==> src/logic/pt_status_defs.svh <==
`ifndef PT_STATUS_DEFS_SVH
`define PT_STATUS_DEFS_SVH

`define MSG_ABORT 8'h06
`define MSG_DEV_RESET 8'h0C
`define MSG_CLEAR_QUEUE 8'h0E
`define ERR_NONE 8'h00
`define ERR_INVALID_CMD 8'h01
`define ERR_BAD_PHASE 8'h24
`define STAT_CODE_MASK 8'h3E
`define STAT_GOOD 8'h00
`define STAT_CHECK 8'h02
`define STAT_COND_MET 8'h04
`define STAT_BUSY 8'h08
`define STAT_INTERMED 8'h10
`define STAT_INT_COND_MET 8'h14
`define STAT_RESV_CONFLICT 8'h18
`define STAT_QUEUE_FULL 8'h28
`define LUN_MSB 7
`define LUN_LSB 5
`define BLK_ID_OFF 4'h0
`define BLK_STAT_OFF 4'h4
`define BLK_SENSE0_OFF 4'h8
`define BLK_SENSE1_OFF 4'hC
`define FLAG_DONE 7
`define FLAG_ERR 6
`define FLAG_RETRY 5
`define FLAG_TRUNC 4
`define FLAG_CONT 2
`define SENSE_MAX 9'h100
`define SEQ_MAX 6'h20
`define SEL_NUM 16
`define SEL_SHORT 6'h08
`define SEL_LONG 6'h10
`define DEFAULT_COUNT 6'h08
`define REG_CTRL 8'h00
`define REG_STATUS 8'h04
`define REG_SEL0 8'h10
`define CTRL_EXT_BIT 8

`endif

==> src/logic/pt_status_pkg.sv <==
package pt_status_pkg;
	typedef enum logic [3:0] {
		S_IDLE, S_MSG, S_WAIT, S_SENSE, S_WR_ID, S_RD, S_CAP, S_WR_STAT
	} state_t;
	typedef enum logic [2:0] {
		PH_DATA_OUT, PH_DATA_IN, PH_COMMAND, PH_STATUS,
		PH_RESERVED, PH_MSG_OUT, PH_MSG_IN
	} phase_t;
	typedef enum logic [1:0] {
		SM_DEFAULT, SM_SEQ, SM_SEL
	} sense_mode_t;
endpackage

==> src/logic/sense_mem.sv <==
`timescale 1ns/1ps
`default_nettype none
module sense_mem (
	input wire logic sys_clk,
	input wire logic wr_en,
	input wire logic [7:0] wr_addr,
	input wire logic [7:0] wr_data,
	input wire logic [7:0] rd_addr,
	output logic [7:0] rd_data
);
	logic [7:0] mem [0:255];

	always_ff @(posedge sys_clk) begin
		if (wr_en) begin
			mem[wr_addr] <= wr_data;
		end
	end

	always_ff @(posedge sys_clk) begin
		rd_data <= mem[rd_addr];
	end
endmodule
`default_nettype wire

==> src/logic/pt_status_reporter.sv <==
// Decided for this implementation: strobed register access and the placing of the registers.
`timescale 1ns/1ps
`default_nettype none
`include "pt_status_defs.svh"
module pt_status_reporter
	import pt_status_pkg::*;
(
	input wire logic sys_clk,
	input wire logic reset,
	input wire logic [7:0] reg_addr,
	input wire logic [31:0] reg_wdata,
	input wire logic reg_wr,
	input wire logic reg_rd,
	output logic [31:0] reg_rdata,
	input wire logic cmd_start,
	input wire logic [31:0] cmd_id,
	input wire logic cmd_msg_only,
	input wire logic [7:0] cmd_msg_code,
	input wire logic [7:0] cmd_lun,
	input wire logic inhibit_auto_sense,
	input wire logic [31:0] cmd_xfer_count,
	input wire logic tgt_done,
	input wire logic [7:0] tgt_status,
	input wire logic [31:0] tgt_bytes_moved,
	input wire logic tgt_retried,
	input wire logic tgt_phase_err,
	input wire logic tgt_msg,
	input wire logic tgt_cd,
	input wire logic tgt_io,
	input wire logic adp_err,
	input wire logic [7:0] adp_err_code,
	input wire logic sense_valid,
	input wire logic [7:0] sense_data,
	input wire logic sense_last,
	output logic msg_issue,
	output logic [7:0] msg_code_out,
	output logic [2:0] msg_lun_out,
	output logic sense_issue,
	output logic busy,
	output logic blk_we,
	output logic [3:0] blk_addr,
	output logic [31:0] blk_wdata,
	output logic blk_done
);
	state_t state_r;
	phase_t phase_r;
	phase_t phase_nxt;
	sense_mode_t mode_r;
	logic [5:0] sense_count_r;
	logic ext_sel_r;
	logic [7:0] sel_r [0:`SEL_NUM-1];
	logic [`SEL_NUM-1:0] sel_nz;
	logic [31:0] id_r;
	logic [31:0] xfer_r;
	logic inhibit_r;
	logic [5:0] nrep_r;
	logic [7:0] stat_r;
	logic [7:0] err_r;
	logic flag_err_r;
	logic rty_r;
	logic dtt_r;
	logic sense_ok_r;
	logic [8:0] rx_cnt_r;
	logic [2:0] nblk_r;
	logic [1:0] blk_idx_r;
	logic [2:0] slot_r;
	logic byte_ok_r;
	logic [31:0] acc_r;
	logic [4:0] slot_j;
	logic [7:0] mem_raddr;
	logic [7:0] mem_rdata;
	logic mem_we;
	logic byte_ok_nxt;
	logic msg_ok;
	logic [7:0] code_m;
	logic status_bad;
	logic [6:0] nblk_sum;

	// Per-entry selected sense byte numbers
	genvar gi;
	generate
		for (gi = 0; gi < `SEL_NUM; gi = gi + 1) begin : g_sel
			localparam logic [7:0] WADDR = `REG_SEL0 + 8'(4 * (gi / 4));
			localparam int LANE = 8 * (gi % 4);
			always_ff @(posedge sys_clk) begin
				if (reset) begin
					sel_r[gi] <= 8'h00;
				end else if (reg_wr && reg_addr == WADDR) begin
					sel_r[gi] <= reg_wdata[LANE +: 8];
				end
			end
			assign sel_nz[gi] = |sel_r[gi];
		end
	endgenerate

	// Control register
	always_ff @(posedge sys_clk) begin
		if (reset) begin
			sense_count_r <= 6'h00;
			ext_sel_r <= 1'b0;
		end else if (reg_wr && reg_addr == `REG_CTRL) begin
			if (reg_wdata[5:0] > `SEQ_MAX) begin
				sense_count_r <= `SEQ_MAX;
			end else begin
				sense_count_r <= reg_wdata[5:0];
			end
			ext_sel_r <= reg_wdata[`CTRL_EXT_BIT];
		end
	end

	// Register read port
	always_ff @(posedge sys_clk) begin
		if (reset) begin
			reg_rdata <= 32'h0000_0000;
		end else if (reg_rd) begin
			case (reg_addr)
				`REG_CTRL: reg_rdata <= {23'h00_0000, ext_sel_r, 2'b00,
					sense_count_r};
				`REG_STATUS: reg_rdata <= {err_r, stat_r, rx_cnt_r,
					3'(phase_r), phase_r == PH_RESERVED, sense_ok_r,
					flag_err_r, busy};
				`REG_SEL0: reg_rdata <= {sel_r[3], sel_r[2], sel_r[1],
					sel_r[0]};
				`REG_SEL0 + 8'h04: reg_rdata <= {sel_r[7], sel_r[6],
					sel_r[5], sel_r[4]};
				`REG_SEL0 + 8'h08: reg_rdata <= {sel_r[11], sel_r[10],
					sel_r[9], sel_r[8]};
				`REG_SEL0 + 8'h0C: reg_rdata <= {sel_r[15], sel_r[14],
					sel_r[13], sel_r[12]};
				default: reg_rdata <= 32'h0000_0000;
			endcase
		end else begin
			reg_rdata <= 32'h0000_0000;
		end
	end

	// Decode helpers
	always_comb begin
		msg_ok = cmd_msg_code == `MSG_ABORT ||
			cmd_msg_code == `MSG_DEV_RESET ||
			cmd_msg_code == `MSG_CLEAR_QUEUE;
		code_m = tgt_status & `STAT_CODE_MASK;
		case (code_m)
			`STAT_GOOD, `STAT_COND_MET, `STAT_INTERMED,
			`STAT_INT_COND_MET: status_bad = 1'b0;
			default: status_bad = 1'b1;
		endcase
		case ({tgt_msg, tgt_cd, tgt_io})
			3'b000: phase_nxt = PH_DATA_OUT;
			3'b001: phase_nxt = PH_DATA_IN;
			3'b010: phase_nxt = PH_COMMAND;
			3'b011: phase_nxt = PH_STATUS;
			3'b110: phase_nxt = PH_MSG_OUT;
			3'b111: phase_nxt = PH_MSG_IN;
			default: phase_nxt = PH_RESERVED;
		endcase
	end

	// Sense slot to byte number
	always_comb begin
		slot_j = {blk_idx_r, slot_r};
		if (mode_r == SM_SEL) begin
			mem_raddr = sel_r[slot_j[3:0]];
		end else begin
			mem_raddr = {3'b000, slot_j};
		end
		byte_ok_nxt = sense_ok_r && {1'b0, slot_j} < nrep_r &&
			{1'b0, mem_raddr} < rx_cnt_r;
		nblk_sum = {1'b0, nrep_r} + 7'h07;
	end

	assign mem_we = state_r == S_SENSE && sense_valid &&
		rx_cnt_r != `SENSE_MAX;

	sense_mem u_sense_mem (
		.sys_clk(sys_clk),
		.wr_en(mem_we),
		.wr_addr(rx_cnt_r[7:0]),
		.wr_data(sense_data),
		.rd_addr(mem_raddr),
		.rd_data(mem_rdata)
	);

	// Sense byte capture count
	always_ff @(posedge sys_clk) begin
		if (reset) begin
			rx_cnt_r <= 9'h000;
		end else if (state_r == S_IDLE && cmd_start) begin
			rx_cnt_r <= 9'h000;
		end else if (mem_we) begin
			rx_cnt_r <= rx_cnt_r + 9'h001;
		end
	end

	// Command capture and result fields
	always_ff @(posedge sys_clk) begin
		if (reset) begin
			id_r <= 32'h0000_0000;
			xfer_r <= 32'h0000_0000;
			inhibit_r <= 1'b0;
			mode_r <= SM_DEFAULT;
			nrep_r <= `DEFAULT_COUNT;
			stat_r <= 8'h00;
			err_r <= `ERR_NONE;
			flag_err_r <= 1'b0;
			rty_r <= 1'b0;
			dtt_r <= 1'b0;
			sense_ok_r <= 1'b0;
			phase_r <= PH_DATA_OUT;
		end else if (state_r == S_IDLE && cmd_start) begin
			id_r <= cmd_id;
			xfer_r <= cmd_xfer_count;
			inhibit_r <= inhibit_auto_sense;
			stat_r <= 8'h00;
			rty_r <= 1'b0;
			dtt_r <= 1'b0;
			sense_ok_r <= 1'b0;
			if (sense_count_r != 6'h00) begin
				mode_r <= SM_SEQ;
				nrep_r <= sense_count_r;
			end else if (|sel_nz) begin
				mode_r <= SM_SEL;
				nrep_r <= ext_sel_r ? `SEL_LONG : `SEL_SHORT;
			end else begin
				mode_r <= SM_DEFAULT;
				nrep_r <= `DEFAULT_COUNT;
			end
			if (cmd_msg_only && !msg_ok) begin
				err_r <= `ERR_INVALID_CMD;
				flag_err_r <= 1'b1;
			end else begin
				err_r <= `ERR_NONE;
				flag_err_r <= 1'b0;
			end
		end else if (state_r == S_MSG || state_r == S_WAIT) begin
			if (adp_err) begin
				err_r <= adp_err_code;
				flag_err_r <= 1'b1;
			end else if (tgt_phase_err) begin
				err_r <= `ERR_BAD_PHASE;
				stat_r <= {5'b00000, tgt_msg, tgt_cd, tgt_io};
				phase_r <= phase_nxt;
				flag_err_r <= 1'b1;
			end else if (tgt_done) begin
				stat_r <= tgt_status;
				flag_err_r <= status_bad;
				rty_r <= tgt_retried;
				dtt_r <= xfer_r != 32'h0000_0000 &&
					tgt_bytes_moved < xfer_r;
				sense_ok_r <= state_r == S_WAIT &&
					code_m == `STAT_CHECK && !inhibit_r;
			end
		end
	end

	// Sequencer
	always_ff @(posedge sys_clk) begin
		if (reset) begin
			state_r <= S_IDLE;
			busy <= 1'b0;
			msg_issue <= 1'b0;
			msg_code_out <= 8'h00;
			msg_lun_out <= 3'b000;
			sense_issue <= 1'b0;
			blk_we <= 1'b0;
			blk_addr <= `BLK_ID_OFF;
			blk_wdata <= 32'h0000_0000;
			blk_done <= 1'b0;
			nblk_r <= 3'b001;
			blk_idx_r <= 2'b00;
			slot_r <= 3'b000;
			byte_ok_r <= 1'b0;
			acc_r <= 32'h0000_0000;
		end else begin
			msg_issue <= 1'b0;
			sense_issue <= 1'b0;
			blk_we <= 1'b0;
			blk_done <= 1'b0;
			case (state_r)
				S_IDLE: begin
					if (cmd_start) begin
						busy <= 1'b1;
						blk_we <= 1'b1;
						blk_addr <= `BLK_STAT_OFF;
						blk_wdata <= 32'h0000_0000;
						blk_idx_r <= 2'b00;
						slot_r <= 3'b000;
						nblk_r <= 3'b001;
						if (!cmd_msg_only) begin
							state_r <= S_WAIT;
						end else if (msg_ok) begin
							msg_issue <= 1'b1;
							msg_code_out <= cmd_msg_code;
							msg_lun_out <= cmd_lun[`LUN_MSB:`LUN_LSB];
							state_r <= S_MSG;
						end else begin
							state_r <= S_WR_ID;
						end
					end
				end
				S_MSG: begin
					if (adp_err || tgt_phase_err || tgt_done) begin
						state_r <= S_WR_ID;
					end
				end
				S_WAIT: begin
					if (adp_err || tgt_phase_err) begin
						state_r <= S_WR_ID;
					end else if (tgt_done) begin
						if (code_m == `STAT_CHECK && !inhibit_r) begin
							sense_issue <= 1'b1;
							state_r <= S_SENSE;
						end else begin
							state_r <= S_WR_ID;
						end
					end
				end
				S_SENSE: begin
					if (sense_valid && sense_last) begin
						nblk_r <= nblk_sum[5:3];
						state_r <= S_WR_ID;
					end
				end
				S_WR_ID: begin
					blk_we <= 1'b1;
					blk_addr <= `BLK_ID_OFF;
					blk_wdata <= id_r;
					state_r <= S_RD;
				end
				S_RD: begin
					byte_ok_r <= byte_ok_nxt;
					state_r <= S_CAP;
				end
				S_CAP: begin
					acc_r <= {acc_r[23:0],
						byte_ok_r ? mem_rdata : 8'h00};
					slot_r <= slot_r + 3'b001;
					if (slot_r[1:0] == 2'b11) begin
						blk_we <= 1'b1;
						blk_addr <= slot_r[2] ? `BLK_SENSE1_OFF :
							`BLK_SENSE0_OFF;
						blk_wdata <= {acc_r[23:0],
							byte_ok_r ? mem_rdata : 8'h00};
					end
					state_r <= slot_r == 3'b111 ? S_WR_STAT : S_RD;
				end
				S_WR_STAT: begin
					blk_we <= 1'b1;
					blk_addr <= `BLK_STAT_OFF;
					blk_wdata <= {8'h00, stat_r, err_r, 8'h00};
					blk_wdata[`FLAG_DONE] <= 1'b1;
					blk_wdata[`FLAG_ERR] <= flag_err_r;
					blk_wdata[`FLAG_RETRY] <= rty_r;
					blk_wdata[`FLAG_TRUNC] <= dtt_r;
					blk_wdata[`FLAG_CONT] <= blk_idx_r != 2'b00;
					blk_done <= 1'b1;
					if (sense_ok_r && {1'b0, blk_idx_r} + 3'b001 < nblk_r) begin
						blk_idx_r <= blk_idx_r + 2'b01;
						state_r <= S_WR_ID;
					end else begin
						busy <= 1'b0;
						state_r <= S_IDLE;
					end
				end
				default: begin
					busy <= 1'b0;
					state_r <= S_IDLE;
				end
			endcase
		end
	end
endmodule
`default_nettype wire

==> config.mk <==
export PLATFORM = sky130hd
export DESIGN_NAME = pt_status_reporter
export DESIGN_NICKNAME = d
export VERILOG_FILES = /design/src/logic/pt_status_pkg.sv /design/src/logic/sense_mem.sv /design/src/logic/pt_status_reporter.sv
export VERILOG_INCLUDE_DIRS = /design/src /design/src/logic
export SDC_FILE = /design/constraint.sdc
export NUM_CORES = 2
export LEC_CHECK = 0
export BUFFER_PORTS_ARGS = -buffer_cell sky130_fd_sc_hd__buf_2
export CAP_MARGIN = 20
export CELL_PAD_IN_SITES_DETAIL_PLACEMENT = 2
export CELL_PAD_IN_SITES_GLOBAL_PLACEMENT = 2
export CORE_MARGIN = 2
export CORE_UTILIZATION = 44
export CTS_BUF_LIST = sky130_fd_sc_hd__clkbuf_8 sky130_fd_sc_hd__clkbuf_16
export CTS_CLUSTER_DIAMETER = 40
export CTS_CLUSTER_SIZE = 40
export DETAILED_ROUTE_END_ITERATION = 10
export PLACE_DENSITY_LB_ADDON = 0.1
export SYNTH_ARGS = -nofsm -noshare
export SYNTH_HDL_FRONTEND = slang
export SYNTH_SLANG_ARGS = --single-unit
export TNS_END_PERCENT = 10
==> constraint.sdc <==
create_clock -name sys_clk -period 4.4 [get_ports sys_clk]
set_input_delay 0.88 -clock sys_clk [delete_from_list [all_inputs] [get_ports sys_clk]]
set_output_delay 0.88 -clock sys_clk [all_outputs]
set_load 0.1 [all_outputs]
* Yosys cells after proc, flatten, opt, wreduce, memory -nomap -nowiden
Memories as Yosys holds them, arrays and structs flattened. A register that Yosys moved wholly into a read port is not among the register bits.
Index checks and enable logic that the tools add are counted.
Widths: inputs -> output; s select.
** Word-level totals
- Memory bits (writable) :: 2176
- Output and inout port bits :: 84
- Memories :: 2
- Input port bits :: 192
- Register bits after elaboration :: 233
** Cells by class
- Bitwise operators :: 26
- Reductions and logical operators :: 59
- Add/subtract/negate cells :: 5
- Mux-type cells :: 91
- Equal/unequal tests :: 36
- Magnitude comparators :: 5
** Memories
- u_sense_mem.mem :: depth 256, bits a word 8, rd ports 1, clocked after memory_dff 1, write ports 1, RTL line sense_mem.sv:11 : logic [7:0] mem [0:255];
- sel_r :: depth 16, bits a word 8, rd ports 17, clocked after memory_dff 0, write ports 16, RTL line pt_status_reporter.sv:51 : logic [7:0] sel_r [0:`SEL_NUM-1];
** Operator list (count)
- $mux 8 :: 24
- $pmux 32 s6 :: 1
- $pmux 32 s4 :: 1
- $reduce_or 128->1 :: 1
- $mux 32 :: 2
- $eq 8x5->1 const B :: 4
- $lt 32x32->1 :: 1
- $pmux 4 s8 :: 1
- $reduce_bool 32->1 :: 1
- $mux 1 :: 31
- $mux 4 :: 7
- $mux 3 :: 8
- $pmux 3 s6 :: 1
- $logic_and 1x1->1 :: 17
- $eq 4x3->1 const B :: 4
- $eq 8x3->1 const B :: 2
- $eq 8x4->1 const B :: 2
- $logic_not 8->1 :: 2
- $or 1x1->1 :: 16
- $pmux 4 s4 :: 1
- $reduce_and 4->1 :: 4
- $reduce_and 3->1 :: 5
- $eq 3x3->1 const B :: 4
- $mux 6 :: 2
- 39 further kinds :: 80

* Depth between registers and ports, before layout
- Depth after elaboration :: 8
- Mapped depth :: 18
- Depth with buffers taken out :: 13

* Hierarchy
From an unflattened synthesis, not the netlist that was laid out.
** Unflattened totals
- Cells, all modules :: 5448
- Area, all modules :: 96731.5 um2
** Modules (own cells, without submodules)
- sense_mem :: times used 1, cells each 3733, area an instance 79556.3 um2
- pt_status_reporter :: times used 1, cells each 1715, area an instance 17175.2 um2

* Worst setup path before layout
Ideal clock, no wire load.
- Path kind :: input to register
- From :: input reg_addr[5]
- To :: memory sel_r[0][0] (enable)
- Cell stages on the path :: 7
- Slack :: 590 ps
- Data arrival time :: 3420 ps
- Buffers on the path :: 2
- Data required time :: 4011 ps
- Cells stage by stage :: or3_1 nor4b_1 nor2b_1 clkbuf_1 clkbuf_1 nand2_1 nand2_1
** RTL lines
- start, declared :: RTL line pt_status_reporter.sv:10 : input wire logic [7:0] reg_addr,
- end, declared :: RTL line pt_status_reporter.sv:51

* Final worst setup path
- From :: register slot_r[1]
- To :: register u_sense_mem.rd_data[5] (read register of u_sense_mem.mem)
** Between the ends
- Longest elaborated chain between the ends :: 2
** Ends and longest elaborated chain
- start, declared :: RTL line pt_status_reporter.sv:66 : logic [2:0] slot_r;
- start signal, assigned :: RTL line pt_status_reporter.sv:337 : slot_r <= slot_r + 3'b001;
- $mem_v2 16x8
- $mux 8 (*) :: RTL line pt_status_reporter.sv:162 : if (mode_r == SM_SEL) begin
- end, declared :: RTL line sense_mem.sv:9 : output logic [7:0] rd_data
Every way passes the cells marked *; elsewhere a longest branch is shown, timed or not.
A chain may end at the register's enable or synchronous reset.

==> impl_metrics.env <==
export IMPL_startpoint_type="register"
export IMPL_yosys_warnings=0
export IMPL_start_util_pct=44.2
export IMPL_cp_cell_sequence="buf_6 -> mux4_2 -> nand3_1 -> a32oi_4 -> nor2_4 -> buf_12 -> buf_12 -> buf_4 -> a22oi_1 -> a21oi_1 -> nor4_2 -> buf_4 -> o22ai_1 -> or2_1"
export IMPL_clock_skew_final_ns=0.0673
export IMPL_fin_crit_sh_pct=101
export IMPL_hp_class="in2reg"
export IMPL_avgSynthCellArea_um2=12.7
export IMPL_via_per_inst=6.23
export IMPL_rsz0062_at_grt="true"
export IMPL_rows=173
export IMPL_violations="negative setup slack"
export IMPL_pwr_density_cell_nw_per_um2=557
export IMPL_slew_headroom_pct=15.0
export IMPL_area_growth_pct=20.7
export IMPL_worstRegToRegCells=14
export IMPL_grt_pass1_wl_um=557000
export IMPL_fin_nets=8460
export IMPL_pwr_share_seq_pct=38.7
export IMPL_synth_distinct_cells=77
export IMPL_maxSlewViolCount=0
export IMPL_synth_cells=7732
export IMPL_drv_cap=0
export IMPL_syn_area_um2=97900
export IMPL_synth_top_area_share_pct=66.7
export IMPL_cp_end_kind="register"
export IMPL_synth_ff_type="edfxtp_1"
export IMPL_clkSinkCount=2414
export IMPL_switching_share_pct=28.0
export IMPL_grt_ovfl_total=0
export IMPL_dp_slack_ns=-0.316
export IMPL_intPower_w=0.0474
export IMPL_switchingPower_w=0.0184
export IMPL_p_leak_nw=39.8
export IMPL_cp_max_fo=25
export IMPL_drtIter0Drc=7107
export IMPL_die_height_um=476
export IMPL_grt_total_usage_pct=33.8
export IMPL_drive_above_1_share_pct=17.0
export IMPL_path_clk_slew_ns=0.05
export IMPL_clockRootBuffer="clkbuf_16"
export IMPL_detail_route_antenna_nets=0
export IMPL_status="complete, but fails checks"
export IMPL_htree_levels=5
export IMPL_cts_made_buffers=400
export IMPL_num_vias=71800
export IMPL_fmax_mhz=226
export IMPL_reg2reg_from="slot_r[1]"
export IMPL_io_pins=276
export IMPL_vdd_drop_max_mv=0.511
export IMPL_grt_pass1_vias=78100
export IMPL_combPwrFrac_pct=12.0
export IMPL_yosysTopAreaCell="edfxtp_1"
export IMPL_cpMaxStageDelayCell="a32oi_4"
export IMPL_clock_path_buffers=4
export IMPL_required_ns=5.28
export IMPL_die_x_um=476
export IMPL_gp_congestion=0.854
export IMPL_antenna_found_initial=14
export IMPL_max_stage_delay_ns=0.77
export IMPL_worst_pin_slew_ns=1.28
export IMPL_fin_ws_ns=-0.0250
export IMPL_grt_max_degree=138
export IMPL_core_area_um2=222000
export IMPL_period_needed_ns=4.42
export IMPL_drtPass1Iterations=8
export IMPL_async_reset_ff_share_pct=0
export IMPL_hold_end="id_r[30]"
export IMPL_rrSetupSlack_ns=-0.02
export IMPL_p_clk_share_pct=49.3
export IMPL_critical_path_class="reg2reg"
export IMPL_rr_endpoint="u_sense_mem.rd_data[5]"
export IMPL_dp_hpwl_um=229000
export IMPL_synth_edf_count=2176
export IMPL_worst_ep_arrival_time_ns=5.30
export IMPL_routed_wl_um=389000
export IMPL_synth_area_top_cells="edfxtp_1 (67%), nand2_1 (7.6%), dfxtp_1 (4.9%), a32oi_1 (3.7%), a21oi_1 (3.1%)"
export IMPL_p_total_w=0.0658
export IMPL_min_delay_start="cmd_id[30]"
export IMPL_setup_viol=1
export IMPL_drc=0
export IMPL_port_buffers=268
export IMPL_finalHoldViolations=0
export IMPL_seq_area_frac_synth_pct=71.6
export IMPL_clk_latency_ns=1.00
export IMPL_wl_per_cell_um=33.8
export IMPL_die_area_um2=226000
export IMPL_synth_seq_cells=2414
export IMPL_cts_tree="done"
export IMPL_min_path_cells=3
layout make-up:
type	instances	area (um^2)
multi-input combinational	4695	25200
clock inverter	313	3380
clock buffer	413	10300
sequential	2414	70100
inverter	61	236
antenna	4	10.0
timing repair buffer	644	5200
fill	20700	104000
tap	2975	3720
through the flow:
step                      cells  util (%)  area (um^2)  TNS, ns  hold slack, ns
after global placement    10800      47.0       104000   -0.284           0.435
after floorplan            7733         -        97900        0           0.431
after global routing      11500      53.3       118000  -0.0715           0.162
after detailed placement  10800      47.0       104000   -0.580           0.448
after CTS                 11500      53.2       118000  -0.0793           0.123
final                     11500      53.3       118000  -0.0250           0.162
cell usage in the layout, fill, tap and decap left out, types with 74 or more instances in the layout:
cell type / instances
nand2_1: 1970
nor2_1: 390
and2_1: 133
buf_12: 75
a21oi_1: 613
clkbuf_16: 409
buf_4: 296
edfxtp_1: 2176
a22oi_1: 200
buf_2: 260
inv_1: 74
nand3_1: 391
dfxtp_1: 235
a32oi_1: 416
routing by layer:
layer	vias up	GRT usage, %	part of all wire, %
li1	29800	-	-
met1	37900	43.0	39
met2	3160	57.4	50
met3	861	4.73	6.2
met4	6	15.4	4.7
met5	-	0	0.0092
critical path, delay by kind of cell, from the launching register on:
kind                   cells  cell delay [ns]
AO/OA/AOI/OAI              4             1.58
buffers and inverters      5             1.07
AND/OR/NAND/NOR            4             0.92
flip-flops                 1             0.45
multiplexers               1             0.25
cell usage after synthesis, drive strengths merged, types with 2 or more instances:
master and number:
nor4 82, a211oi 6, nand4 18, inv 59
nand2 1988, mux2 8, xnor2 9, o21ai 32
o22ai 19, nand2b 9, a222oi 34, dfxtp 238
nor2 392, a21oi 623, nor3 14, mux4 33
buf 281, nor3b 8, and2 135, a21boi 4
nand3 393, a22o 32, a221oi 2, nor2b 9
a21o 15, or2 11, o2111ai 3, or3 4
a32oi 418, a22oi 208, o21a 6, clkinv 2
and3 11, ha 52, a31oi 59, mux2i 38
clkbuf 283, edfxtp 2176
flip-flops by register name, summed over array words and instances (netlist names), 6 cells and up:
signal,count
blk_wdata,32
reg_rdata,32
err_r,8
sel_r,128
u_sense_mem.mem,2048
xfer_r,32
rx_cnt_r,9
nrep_r,6
stat_r,8
sense_count_r,6
acc_r,24
msg_code_out,8
u_sense_mem.rd_data,8
id_r,32
worst max path at each step:
stage | start | endpoint | depth (start not counted)
6_report | slot_r[1] | u_sense_mem.rd_data[5] | 14
5_1_grt | blk_idx_r[0] | u_sense_mem.rd_data[4] | 13
4_1_cts | blk_idx_r[0] | u_sense_mem.rd_data[5] | 14
3_5_place_dp | blk_idx_r[0] | u_sense_mem.rd_data[5] | 12
3_3_place_gp | blk_idx_r[0] | u_sense_mem.rd_data[2] | 12
2_1_floorplan | reg_addr[5] | sel_r[0][0] | 7
cell families (layout without fill, tap and decap cells):
logic type | count (synthesis) | after routing | synth area share [%]
other | 1 | 6 | 0.00383
adders and majority gates | 52 | 52 | 0.665
and+or+nand+nor | 3080 | 3081 | 13.1
DFF | 2414 | 2414 | 71.6
AOI/OAI and AO/OA | 1471 | 1471 | 10.3
buffers and inverters | 625 | 1431 | 2.98
muxes | 79 | 79 | 1.24
xor gates and xnor gates | 10 | 10 | 0.0895
power groups by stage:
stage,logic (W),clock network [W],registers [W]
floorplan,0.00399,0,0.0259
global placement,0.00710,0,0.0259
detailed placement,0.00748,0,0.0259
CTS,0.00776,0.0327,0.0255
global route,0.00830,0.0335,0.0255
finish,0.00790,0.0325,0.0255
what timing repair did:
action,4_1_cts,5_1_grt
pin swaps,1,2
cloned,0,1
hold endpoints to repair,0,0
gates resized for setup,5,24
hold buffers,0,0
buffers inserted,4,3
endpoints found under the setup margin,8,8
Power figures use the tool's default switching activity.
